### src/rtl/fws_defs.vh
// Constants of the flash write-status polling controller.
`ifndef FWS_DEFS_VH
`define FWS_DEFS_VH
// Avalon register word indices; byte address is four times the index.
`define FWS_REG_CTRL      2'h0
`define FWS_REG_ADDR      2'h1
`define FWS_REG_DATA      2'h2
`define FWS_REG_STATUS    2'h3
// Control register fields.
`define FWS_CTRL_START    0
`define FWS_CTRL_ERASE    1
`define FWS_CTRL_ABORT    2
// Status register fields.
`define FWS_ST_BUSY       0
`define FWS_ST_DONE       1
`define FWS_ST_FAIL       2
`define FWS_ST_TIMEOUT    3
`define FWS_ST_TIMER      4
// Data bit positions of the status flags.
`define FWS_POLL_BIT      7
`define FWS_TOGGLE_BIT    6
`define FWS_LIMIT_BIT     5
`define FWS_TIMER_BIT     3
`define FWS_SECTOR_BIT    2
// Command byte of the single-cycle reset sequence.
`define FWS_RESET_CMD     8'hF0
// Bus timing: read or write strobe low time and recovery, in ns.
`define FWS_STROBE_NS     100
`define FWS_RECOVER_NS    50
`define FWS_CLK_NS        50
`define FWS_STROBE_CYC    ((`FWS_STROBE_NS + `FWS_CLK_NS - 1) / `FWS_CLK_NS)
`define FWS_RECOVER_CYC   ((`FWS_RECOVER_NS + `FWS_CLK_NS - 1) / `FWS_CLK_NS)
// Poll limit in status evaluations of five cycles each (default about 100 ms at 20 MHz).
`define FWS_POLL_LIMIT    400000
`endif

### src/rtl/fws_poller.v
// Host controller that polls a flash bank's write-status flags to completion.
//
// Contract
// - Host polls erase status at an erasing sector address.
// - Bit 7 may turn valid early; host rereads all bits.
// - Host raises a strobe whenever bank address changes.
// - Host issues reset command after exceeded-limit failure; the poller sends it only when software writes the abort bit.
`timescale 1ns/1ns
`include "fws_defs.vh"
module fws_poller #(
    parameter ADDR_W     = 22,
    parameter POLL_LIMIT = `FWS_POLL_LIMIT
) (
    input  wire               I_CLK,
    input  wire               I_RST,
    input  wire [1:0]         I_AVS_ADDRESS,
    input  wire               I_AVS_READ,
    input  wire               I_AVS_WRITE,
    input  wire [31:0]        I_AVS_WRITEDATA,
    output reg  [31:0]        O_AVS_READDATA,
    output reg                O_AVS_WAITREQUEST,
    output reg  [ADDR_W-1:0]  O_FL_ADDR,
    input  wire [7:0]         I_FL_DQ,
    output reg  [7:0]         O_FL_DQ,
    output reg                O_FL_DQ_OE,
    output reg                O_FL_CE_N,
    output reg                O_FL_OE_N,
    output reg                O_FL_WE_N
);

    // ------------------------------------------------------------
    // States
    // ------------------------------------------------------------
    localparam S_IDLE  = 3'h0;
    localparam S_RD1   = 3'h1;
    localparam S_RD2   = 3'h2;
    localparam S_EVAL  = 3'h3;
    localparam S_RDC   = 3'h4;
    localparam S_WR    = 3'h5;
    localparam S_DONE  = 3'h6;

    localparam [7:0]  STROBE_CYC  = `FWS_STROBE_CYC;
    localparam [7:0]  RECOVER_CYC = `FWS_RECOVER_CYC;
    localparam [18:0] LIMIT       = POLL_LIMIT;

    reg [2:0]        state_reg;
    reg [7:0]        tmr_reg;
    reg              phase_reg;
    reg [18:0]       poll_cnt_reg;
    reg [ADDR_W-1:0] addr_reg;
    reg [7:0]        data_reg;
    reg              erase_reg;
    reg [7:0]        first_reg;
    reg [7:0]        second_reg;
    reg              busy_reg;
    reg              done_reg;
    reg              fail_reg;
    reg              timeout_reg;
    reg              timer_reg;
    reg              start_req_reg;
    reg              abort_req_reg;

    // ------------------------------------------------------------
    // Flag decoding
    // ------------------------------------------------------------
    // True when two consecutive reads differ in the toggle bit.
    function toggling;
        input [7:0] a;
        input [7:0] b;
        begin
            toggling = a[`FWS_TOGGLE_BIT] ^ b[`FWS_TOGGLE_BIT];
        end
    endfunction

    // True when bit 7 shows the expected completion value.
    function poll_done;
        input [7:0] d;
        input       ers;
        input [7:0] wr;
        begin
            if (ers) begin
                poll_done = d[`FWS_POLL_BIT];
            end else begin
                poll_done = d[`FWS_POLL_BIT] == wr[`FWS_POLL_BIT];
            end
        end
    endfunction

    // ------------------------------------------------------------
    // Avalon slave
    // ------------------------------------------------------------
    always @(posedge I_CLK or posedge I_RST) begin
        if (I_RST) begin
            O_AVS_WAITREQUEST <= 1'b1;
            O_AVS_READDATA    <= 32'h0;
            addr_reg          <= {ADDR_W{1'b0}};
            data_reg          <= 8'h0;
            erase_reg         <= 1'b0;
            start_req_reg     <= 1'b0;
            abort_req_reg     <= 1'b0;
        end else begin
            start_req_reg <= 1'b0;
            abort_req_reg <= 1'b0;
            if ((I_AVS_READ || I_AVS_WRITE) && O_AVS_WAITREQUEST) begin
                O_AVS_WAITREQUEST <= 1'b0;
                if (I_AVS_WRITE) begin
                    case (I_AVS_ADDRESS)
                        `FWS_REG_CTRL: begin
                            if (!busy_reg) begin
                                start_req_reg <= I_AVS_WRITEDATA[`FWS_CTRL_START];
                                abort_req_reg <= I_AVS_WRITEDATA[`FWS_CTRL_ABORT];
                                erase_reg     <= I_AVS_WRITEDATA[`FWS_CTRL_ERASE];
                            end
                        end
                        `FWS_REG_ADDR: addr_reg <= I_AVS_WRITEDATA[ADDR_W-1:0];
                        `FWS_REG_DATA: data_reg <= I_AVS_WRITEDATA[7:0];
                        default: ;
                    endcase
                end else begin
                    case (I_AVS_ADDRESS)
                        `FWS_REG_CTRL:
                            O_AVS_READDATA <= {30'h0, erase_reg, 1'b0};
                        `FWS_REG_ADDR:
                            O_AVS_READDATA <= {{(32-ADDR_W){1'b0}}, addr_reg};
                        `FWS_REG_DATA:
                            O_AVS_READDATA <= {16'h0, second_reg, data_reg};
                        default:
                            O_AVS_READDATA <= {27'h0, timer_reg, timeout_reg,
                                               fail_reg, done_reg, busy_reg};
                    endcase
                end
            end else begin
                O_AVS_WAITREQUEST <= 1'b1;
            end
        end
    end

    // ------------------------------------------------------------
    // Polling sequencer
    // ------------------------------------------------------------
    // Each flash cycle: strobe low for STROBE_CYC, then all strobes high for
    // at least RECOVER_CYC, so chip and output enable toggle between every read.
    always @(posedge I_CLK or posedge I_RST) begin
        if (I_RST) begin
            state_reg    <= S_IDLE;
            tmr_reg      <= 8'h0;
            phase_reg    <= 1'b0;
            poll_cnt_reg <= 19'h0;
            first_reg    <= 8'h0;
            second_reg   <= 8'h0;
            busy_reg     <= 1'b0;
            done_reg     <= 1'b0;
            fail_reg     <= 1'b0;
            timeout_reg  <= 1'b0;
            timer_reg    <= 1'b0;
            O_FL_ADDR    <= {ADDR_W{1'b0}};
            O_FL_DQ      <= 8'h0;
            O_FL_DQ_OE   <= 1'b0;
            O_FL_CE_N    <= 1'b1;
            O_FL_OE_N    <= 1'b1;
            O_FL_WE_N    <= 1'b1;
        end else begin
            case (state_reg)
                S_IDLE: begin
                    if (abort_req_reg) begin
                        busy_reg  <= 1'b1;
                        phase_reg <= 1'b0;
                        tmr_reg   <= 8'h0;
                        state_reg <= S_WR;
                    end else if (start_req_reg) begin
                        busy_reg     <= 1'b1;
                        done_reg     <= 1'b0;
                        fail_reg     <= 1'b0;
                        timeout_reg  <= 1'b0;
                        poll_cnt_reg <= 19'h0;
                        O_FL_ADDR    <= addr_reg;
                        phase_reg    <= 1'b0;
                        tmr_reg      <= 8'h0;
                        state_reg    <= S_RD1;
                    end
                end
                S_RD1, S_RD2, S_RDC: begin
                    tmr_reg <= tmr_reg + 8'h01;
                    if (!phase_reg) begin
                        O_FL_CE_N <= 1'b0;
                        O_FL_OE_N <= 1'b0;
                        if (tmr_reg == STROBE_CYC) begin
                            if (state_reg == S_RD1) begin
                                first_reg <= I_FL_DQ;
                            end else begin
                                second_reg <= I_FL_DQ;
                            end
                            O_FL_CE_N <= 1'b1;
                            O_FL_OE_N <= 1'b1;
                            phase_reg <= 1'b1;
                            tmr_reg   <= 8'h0;
                        end
                    end else if (tmr_reg == RECOVER_CYC - 8'h01) begin
                        phase_reg <= 1'b0;
                        tmr_reg   <= 8'h0;
                        case (state_reg)
                            S_RD1:   state_reg <= S_RD2;
                            S_RD2:   state_reg <= S_EVAL;
                            default: state_reg <= S_DONE;
                        endcase
                    end
                end
                S_EVAL: begin
                    poll_cnt_reg <= poll_cnt_reg + 19'h00001;
                    timer_reg    <= second_reg[`FWS_TIMER_BIT];
                    if (!toggling(first_reg, second_reg) &&
                        poll_done(second_reg, erase_reg, data_reg)) begin
                        state_reg <= S_RDC;
                    end else if (second_reg[`FWS_LIMIT_BIT]) begin
                        // Recheck: toggling may have stopped as the limit bit rose.
                        first_reg <= second_reg;
                        if (first_reg[`FWS_LIMIT_BIT]) begin
                            fail_reg  <= 1'b1;
                            busy_reg  <= 1'b0;
                            state_reg <= S_IDLE;
                        end else begin
                            state_reg <= S_RD2;
                        end
                    end else if (poll_cnt_reg == LIMIT - 19'h00001) begin
                        timeout_reg <= 1'b1;
                        busy_reg    <= 1'b0;
                        state_reg   <= S_IDLE;
                    end else begin
                        first_reg <= second_reg;
                        state_reg <= S_RD2;
                    end
                end
                S_WR: begin
                    tmr_reg    <= tmr_reg + 8'h01;
                    O_FL_DQ    <= `FWS_RESET_CMD;
                    O_FL_DQ_OE <= 1'b1;
                    if (!phase_reg) begin
                        O_FL_CE_N <= 1'b0;
                        O_FL_WE_N <= 1'b0;
                        if (tmr_reg == STROBE_CYC) begin
                            O_FL_CE_N <= 1'b1;
                            O_FL_WE_N <= 1'b1;
                            phase_reg <= 1'b1;
                            tmr_reg   <= 8'h0;
                        end
                    end else if (tmr_reg == RECOVER_CYC - 8'h01) begin
                        O_FL_DQ_OE <= 1'b0;
                        phase_reg  <= 1'b0;
                        busy_reg   <= 1'b0;
                        fail_reg   <= 1'b0;
                        state_reg  <= S_IDLE;
                    end
                end
                S_DONE: begin
                    done_reg  <= 1'b1;
                    busy_reg  <= 1'b0;
                    state_reg <= S_IDLE;
                end
                default: state_reg <= S_IDLE;
            endcase
        end
    end

endmodule

### config.mk
export PLATFORM = sky130hd
export DESIGN_NAME = fws_poller
export DESIGN_NICKNAME = d
export VERILOG_FILES = /design/src/rtl/fws_poller.v
export VERILOG_INCLUDE_DIRS = /design/src /design/src/rtl
export SDC_FILE = /design/constraint.sdc
export NUM_CORES = 1
export LEC_CHECK = 0
export BUFFER_PORTS_ARGS = -buffer_cell sky130_fd_sc_hd__buf_4
export CORE_ASPECT_RATIO = 0.9
export CORE_UTILIZATION = 45
export DETAILED_ROUTE_END_ITERATION = 6
export MAX_ROUTING_LAYER = met4
export PLACE_DENSITY = 0.67
export SLEW_MARGIN = 10
export SYNTH_ARGS = -nofsm -noshare
export SYNTH_HDL_FRONTEND = slang
export SYNTH_SLANG_ARGS = --single-unit
### constraint.sdc
create_clock -name I_CLK -period 7.4 [get_ports I_CLK]
set_input_delay 0 -clock I_CLK [delete_from_list [all_inputs] [get_ports I_CLK]]
set_output_delay 0 -clock I_CLK [all_outputs]
set_load 0.03 [all_outputs]
### Yosys cells after proc, flatten, opt, wreduce, memory -nomap -nowiden

Cells that the tools add are included.
W data, S select, Z words.

* word-level logic and storage cells: 162
* register bits: 144
* input port bits: 46

* reduce and logical (&&, ||, !) cells: 34
* bitwise operators: 6
* equal/unequal tests: 29
* add/subtract/negate cells: 2
* muxes and demuxes: 67

Operator list (count)
* $pmux W22 S3: 1
* $mux W8: 6
* $mux W7: 6
* $mux W19: 2
* $pmux W19 S2: 1
* $mux W1: 32
* $ne A2 B2 Y1 const B: 14
* $mux W3: 8
* $pmux W8 S3: 1
* $add A19 B1 Y19 const B: 1
* $eq A19 B19 Y1 const B: 1
* $reduce_and A3 Y1: 5
* $pmux W7 S2: 1
* $ne A3 B3 Y1 const B: 4
* $pmux W3 S4: 1
* $reduce_and A2 Y1: 6
* $reduce_and A6 Y1: 2
* $eq A3 B3 Y1 const B: 3
* $add A8 B1 Y8 const B: 1
* $eq A8 B2 Y1 const B: 1
* $logic_not A8 Y1: 1
* $reduce_and A4 Y1: 2
* $reduce_and A8 Y1: 1
* $reduce_bool A2 Y1: 4
* 23 further kinds: 33

### Depth between registers and ports, before layout

Gate-level depths: netlist (run 1).

* depth in word-level cells: 6
* depth in mapped cells: 7
* mapped depth without buffers: 7

### Worst setup path after synthesis (run 1)

No wires, ideal clock.

* kind: register -> register
* from: reg state_reg[0]
* to: reg O_FL_ADDR[0]
* required time: 7.282 ns
* period minus slack after synthesis: 1.958 ns
* arrival: 1.841 ns
* cell stages (with the launch flop): 8
* path slack: 5.442 ns
* path through: dfrtp_1 -> or3_1 -> clkbuf_1 -> or3b_2 -> clkbuf_1 -> clkbuf_1 -> nand2_1 -> nand2_1

* word-level cells in the longest chain between the ends: 2

Ends and longest elaborated chain
* start, declared: line fws_poller.v:46 `reg [2:0] state_reg;`
* start signal, assigned: line fws_poller.v:145 `state_reg <= S_IDLE;`
* start signal, assigned: line fws_poller.v:169 `state_reg <= S_WR;`
* start signal, assigned: line fws_poller.v:179 `state_reg <= S_RD1;`
* $logic_not A3 Y1: line fws_poller.v:163 `case (state_reg)`
* $reduce_and A3 Y1 (no line)
* end signal, assigned: line fws_poller.v:156 `O_FL_ADDR <= {ADDR_W{1'b0}};`
* end signal, assigned: line fws_poller.v:176 `O_FL_ADDR <= addr_reg;`
* end, declared: line fws_poller.v:22 `output reg [ADDR_W-1:0] O_FL_ADDR,`

Every way passes these cells.
A chain may end at the register's enable or synchronous reset.

### Worst setup path in the final report (run 1)

* from: reg state_reg[1]
* to: reg phase_reg

* word-level cells in the longest chain between the ends: 4
* elaborated cells between the ends (all ways): 10
* those cells by class: 5 x eq/ne; 1 x mux; 4 x reduce/logical

Ends and longest elaborated chain
* $eq A3 B1 Y1, or another cell as far along: line fws_poller.v:163
* $reduce_or A4 Y1 (no line)
* $reduce_bool A2 Y1 (no line)
* $reduce_and A2 Y1 (no line)
* end signal, assigned: line fws_poller.v:167 `phase_reg <= 1'b0;`
* end signal, assigned: line fws_poller.v:177 `phase_reg <= 1'b0;`
* end signal, assigned: line fws_poller.v:195 `phase_reg <= 1'b1;`
* end, declared: line fws_poller.v:48 `reg phase_reg;`

Several ways; a longest one is shown, not always the timed one.

==> impl_metrics.toml, run 1 <==
[final_layout]
nets = 734
seq_area_um2 = 3230
final_common_cell = "dfrtp_1"
multi_input_area_um2 = 2420
drive_gt1_share_pct = 26.7
n_antenna_cell = 0
syn2layout_area_growth_pct = 27.6
n_fill_cell = 1019
final_cell_mix = "dfrtp_1 (125), nand2_1 (123), buf_4 (93)"

[global_routing]
grt_pass1_wl_mm = 21.8
first_global_vias = 4331
grt-ovfl-total = 0
grt.total_usage_pct = 21.3
antenna_found_initial = 0
grt_max_degree = 86

[logic_synthesis]
synth_flop_cell = "dfrtp_1"
synthArstFlopShare_pct = 100
synth_seq_area_share_pct = 55.0
synth_area_um2 = 5880
synth_edf_count = 0
synth_cells = 572
yosysWarnings = 0
synthDistinctLibCells = 56
avgSynthCellArea_um2 = 10.3
synth-seq-cells = 129

[power_and_ir_drop]
p_sw_uw = 832
switching_share_pct = 33.2
comb_power_share_pct = 26.8
power_frac_seq_pct = 41.0
cellLeakagePower_uw = 0.00353
total_power_uw = 2510
power_density_nw_per_um2 = 334
p_int_uw = 1680
vdd_ir_drop_max_mv = 0.203
power.share.clock_pct = 32.2

[timing]
fmax_ghz = 0.421
finalSetupTns_ps = 0
setup_violations = 0
hold_viol = 0
finalCritPeriodShare_pct = 32.1
worstMarginPinSlew_ps = 1080
period_needed_ps = 2370
fin_skew_ps = 10.8
rsz0062_at_grt = "no"
slew_headroom_pct = 28.0
slew_viol_final = 0

[cts]
cts_resized = 0
clock_sinks = 129
clk_latency_ps = 410
cts_tree = "yes"
cts_root_buffer = "clkbuf_16"
path_clk_slew_ps = 60
numCtsBuffers = 17
htree_levels = 4
clk_path_buf_depth = 2

[setup_path]
cp.required_ps = 7730
crit_start = "state_reg[1]$_DFFE_PP0P_"
critPathCaptureType = "register"
r2r_start = "state_reg[1]$_DFFE_PP0P_"
r2r-end = "phase_reg$_DFFE_PP0P_"
worstRegToRegCells = 4
crit_fanout = 22
worstSetupPathType = "register to register"
crit_path_end = "phase_reg$_DFFE_PP0P_"
cp.arrival_ps = 2700
startpoint_type = "register"
rrSetupSlack_ps = 5030

[floorplan]
chipHeight_um = 110
io_pins = 113
rows = 39
initial_core_util_pct = 46.2
fp.dieArea_um2 = 13500
core_um2 = 12700
die_w_um = 123

[flow_run]
cap_viol_max_count = 0

[min_path]
hold_depth = 3
min_from = "I_AVS_ADDRESS[0]"
min_path_type = "primary input to register"

[route]
drtAntennaViolNets = 0
drt_iter0_markers = 312
wl_mm = 13.2
drc = 0
drt-vias-per-instance = 5.21
firstDrtPassIters = 4
wl_per_cell_um = 15.4
vias = 4488

[place]
dp_hpwl_mm = 8.56
port-buffer-count = 88
gp_congestion = 0.824

[outcome]
status = "finished clean"
[critical path, cell delays in order, from the launching register on]
cell     delay (ps)
dfrtp_1         610
or3_1           560
o31ai_1         850
o21ai_1         170
o21ai_0         110
[metrics by stage]
step                util [%]  setup WS, ps  hold WS [ps]  instances  area, um2
global placement        51.8          5020          88.1        795       6590
finish                  58.9          5030          16.0        861       7500
CTS                     58.9          4980          10.8        861       7500
floorplan                  -          3970          79.0        585       5930
global route            58.9          4720          39.3        861       7500
detailed placement      51.8          4990          93.6        795       6590
[cells by family (layout without fill, tap and decap cells)]
logic type | Yosys count | count (layout) | synth area share [%]
AO/OA/AOI/OAI | 85 | 85 | 9.09
XOR/XNOR | 19 | 19 | 2.83
adder cells (fa/ha/maj) | 4 | 4 | 0.851
buffers and inverters | 55 | 167 | 4.74
flip-flops | 129 | 129 | 55.0
multiplexers | 50 | 50 | 9.74
other | 1 | 14 | 0.0638
AND/OR/NAND/NOR | 229 | 229 | 17.7
[area by class of cell]
class	count	area share, %
sequential	129	43.1
clock buffer	21	6.14
clock inverter	11	1.50
tap	164	2.73
timing repair buffer	127	13.8
multi-input combinational	401	32.3
inverter	8	0.433
[worst min-delay path by stage]
stage                             endpoint  slack (ps)
6_report           abort_req_reg$_DFF_PP0_          20
2_1_floorplan  O_AVS_WAITREQUEST$_DFF_PP1_          80
4_1_cts            abort_req_reg$_DFF_PP0_          10
3_5_place_dp     O_FL_ADDR[19]$_DFFE_PP0P_          90
3_3_place_gp        O_FL_DQ[4]$_DFFE_PP0N_          90
5_1_grt            start_req_reg$_DFF_PP0_          40
[power groups by stage]
stage / Sequential [uW] / Clock (uW) / Combinational, uW
2_1_floorplan: 1110 / 0 / 373
3_3_place_gp: 1030 / 0 / 642
3_5_place_dp: 1040 / 0 / 657
4_1_cts: 1030 / 822 / 676
5_1_grt: 1050 / 851 / 734
6_report: 1030 / 808 / 673
[routing by layer]
metal,wire (um),up-vias,part of all wire [%],global-route usage [%]
met3,518,10,3.9,3.67
met5,0,-,0,-
met4,117,0,0.88,6.99
met2,6200,110,47,31.4
met1,6410,2215,48,29.8
li1,-,2153,-,-
[cell usage after synthesis, drive strengths merged, types with 5 or more instances]
master  count  area [um2]
dfrtp     125        3130
nand2     123         462
mux2       48         541
o21ai      37         185
nor2       36         140
clkbuf     25        93.8
buf        22         155
nand3      16        80.1
a22oi      15         113
xnor2      11        96.3
a21oi      10        50.1
inv         8        30.0
xor2        8        70.1
nand4       7        43.8
nor4        7        43.8
nor3        6        30.0
and2        5        31.3
and3        5        31.3
nand2b      5        31.3
[repair_timing]
item                                   4_1_cts  5_1_grt
endpoints found under the hold margin       89        0
setup endpoints to repair                    0        0
setup buffers                                0        0
hold buffers                                34        0
(Power assumes the default switching activity.)
==> inputs of run 2 (changes only) <==
--- a/config.mk
+++ b/config.mk
@@ -6,12 +6,13 @@
 export SDC_FILE = /design/constraint.sdc
 export NUM_CORES = 1
 export LEC_CHECK = 0
+export ABC_AREA = 1
 export BUFFER_PORTS_ARGS = -buffer_cell sky130_fd_sc_hd__buf_4
 export CORE_ASPECT_RATIO = 0.9
 export CORE_UTILIZATION = 45
 export DETAILED_ROUTE_END_ITERATION = 6
 export MAX_ROUTING_LAYER = met4
-export PLACE_DENSITY = 0.67
+export PLACE_DENSITY = 0.66
 export SLEW_MARGIN = 10
 export SYNTH_ARGS = -nofsm -noshare
 export SYNTH_HDL_FRONTEND = slang
==> constraint.sdc (replaced) <==
create_clock -name I_CLK -period 2.25 [get_ports I_CLK]
set_input_delay 0 -clock I_CLK [delete_from_list [all_inputs] [get_ports I_CLK]]
set_output_delay 0 -clock I_CLK [all_outputs]
set_load 0.03 [all_outputs]
==> run 2 against run 1 <==
Effect of this change: sequential share of layout area is 3.0 points lower; combinational power rose to 5.0 times the previous value; fmax is 30% higher; critical endpoint is now poll_cnt_reg[4]$_DFFE_PP0P_; sequential power rose to 3.4 times the previous value; largest power group unchanged.
==> impl_metrics.toml, run 2 <==
[cts]
clk_latency_ps = 410
clock_sinks = 129
cts_tree = "yes"
post_cts_buffers = 0
hold_buffers = 35
cts_root_buffer = "clkbuf_16"
clk_path_buf_depth = 2
cts_resized = 0
htree_levels = 4
numCtsBuffers = 17
path_clk_slew_ps = 50

[floorplan]
die_w_um = 128
initial_core_util_pct = 47.1
io_pins = 113
chipHeight_um = 115
fp.dieArea_um2 = 14700
core_um2 = 13600
rows = 40

[min_path]
min_path_type = "primary input to register"

[timing]
setup_violations = 0
period_needed_ps = 1830
hold_viol = 0
slew_headroom_pct = 49.7
finalSetupTns_ps = 0
worstMarginPinSlew_ps = 754
finalCritPeriodShare_pct = 81.4
slew_viol_final = 0
fin_skew_ps = 5.91
fmax_ghz = 0.546
whs_ps = 43.1
rsz0062_at_grt = "no"

[final_layout]
nets = 935
final_cell_mix = "nand2_1 (209), dfrtp_1 (125), buf_4 (91)"
n_fill_cell = 1204
drive_gt1_share_pct = 20.1
syn2layout_area_growth_pct = 25.8
utilization_pct = 59.2
seq_area_um2 = 3230
fin_area_um2 = 8060
final_common_cell = "nand2_1"
n_antenna_cell = 0
multi_input_area_um2 = 2590

[logic_synthesis]
synth_largest_area_cell = "dfrtp_1"
synth_compound_area_share_pct = 11.3
yosysWarnings = 0
synth_seq_area_share_pct = 50.4
avgSynthCellArea_um2 = 8.38
synth_top_family_by_area = "simple AND/OR/NAND/NOR gates"
synthTopCellsByArea = "dfrtp_1 (49%), nand2_1 (12%), o21ai_0 (4.9%)"
synth_xor_area_share_pct = 0.820
synthSimpleGateAreaFrac_pct = 25.6
synth_edf_count = 0
synth-seq-cells = 129
yosysTopAreaCellShare_pct = 48.8
synthDistinctLibCells = 43
synth_fa_ha_area_share_pct = 0.781
synth_area_um2 = 6410
synthArstFlopShare_pct = 100
synth_cells = 765
yosysMostFrequentCell = "nand2_1"
synthTopCellsByCount = "nand2_1 (209), dfrtp_1 (125), inv_1 (81)"
synth.area.mux_share_pct = 1.05
synth_flop_cell = "dfrtp_1"

[global_routing]
grt.total_usage_pct = 22.7
antenna_found_initial = 0
grt_max_degree = 70
grt-ovfl-total = 0
first_global_vias = 5126
grt_pass1_wl_mm = 25.1

[power_and_ir_drop]
power_density_nw_per_um2 = 1180
cellLeakagePower_uw = 0.00404
vdd_ir_drop_max_mv = 0.713

[setup_path]
cp.required_ps = 2540
crit_fanout = 16
worstSetupPathType = "register to register"
critPathBufInv = 1
crit_chain = "inv_4, nand4_2, nand2_2, nand2_1, nor3_1, nor3_1"
cp.arrival_ps = 2120
path_delay_family = "simple AND/OR/NAND/NOR gates"
cpMaxStageDelayCell = "dfrtp_1"
startpoint_type = "register"
critPathCaptureType = "register"
crit_top_cell = "nor3_1"
cpPeakStageDelay_ps = 580

[place]
dp_hpwl_mm = 10.4
port-buffer-count = 88
gp_congestion = 0.833
postPlaceCellArea_um2 = 7130

[route]
vias = 5360
drt-vias-per-instance = 4.94
wl_mm = 15.1
wl_per_cell_um = 13.9
drt_iter0_markers = 333
drtAntennaViolNets = 0
firstDrtPassIters = 5
drc = 0

[flow_run]
cap_viol_max_count = 0

[outcome]
status = "finished clean"
## run 2: cell types whose count changed in the layout (fill, tap and decap cells not counted), moves of 8 or more
cell     before  now
inv_1         7   80
nand2_1     123  209
nand2_2       0    8
a22oi_1      15    0
xnor2_1      11    0
a21oi_1      10   20
nor2_1       34   66
o21ai_0      35   63
mux2_2       48    2
nand3_1      16   38
o21ai_1       2   15
## run 2: metal layers
metal / share of wire, % / vias to the layer above / wire length, um / track usage, %
li1: - / 2651 / - / -
met1: 48 / 2548 / 7200 / 30.9
met2: 47 / 148 / 7050 / 34.1
met3: 4.5 / 13 / 681 / 5.03
met4: 0.93 / 0 / 140 / 6.51
met5: 0 / - / 0 / -
## run 2: power by group
part           internal, uW  total, uW  switching [uW]
sequential             2970       3460             487
combinational          1190       3360            2170
clock                  1710       2700             985
## run 2: path summary, 6_finish.rpt
path	from	endpoint	slack (ps)	cells past startpoint
setup / recovery	state_reg[2]$_DFFE_PP0P_	poll_cnt_reg[4]$_DFFE_PP0P_	420	6
hold reg to reg	O_FL_CE_N$_DFFE_PP1P_	O_FL_CE_N$_DFFE_PP1P_	460	2
min in group asynchronous	I_RST	addr_reg[0]$_DFFE_PP0P_	270	4
setup reg to reg	state_reg[2]$_DFFE_PP0P_	poll_cnt_reg[4]$_DFFE_PP0P_	420	6
max in group asynchronous	I_RST	O_AVS_READDATA[12]$_DFFE_PP0P_	1310	4
hold / removal	I_AVS_ADDRESS[0]	O_AVS_READDATA[5]$_DFFE_PP0P_	40	6
## run 2: worst register-to-register path, stage by stage, from the launching register on
cell	delay, ps
dfrtp_1	580
inv_4	160
nand4_2	230
nand2_2	350
nand2_1	150
nor3_1	160
nor3_1	60
## run 2: area by class of cell
cell class | instances | area share [%]
Clock buffer | 23 | 5.93
Clock inverter | 8 | 1.30
Sequential cell | 129 | 40.1
Inverter | 89 | 4.30
Multi-Input combinational cell | 520 | 32.1
Timing Repair Buffer | 128 | 13.3
Tap cell | 189 | 2.93
## run 2: cells by family after synthesis
group / count (synthesis)
AO/OA/AOI/OAI: 126
buffers and inverters: 129
other: 1
flip-flops: 129
AND/OR/NAND/NOR: 365
adder cells (fa/ha/maj): 4
XOR/XNOR: 6
multiplexers: 5
## run 2: stage by stage
step | power [uW] | std cells | worst slack, ps
after global placement | 6680 | 1020 | 499
after detailed placement | 6790 | 1020 | 437
after global routing | 10100 | 1086 | 244
after floorplan | 5870 | 778 | 658
after CTS | 9590 | 1086 | 431
final | 9520 | 1086 | 419
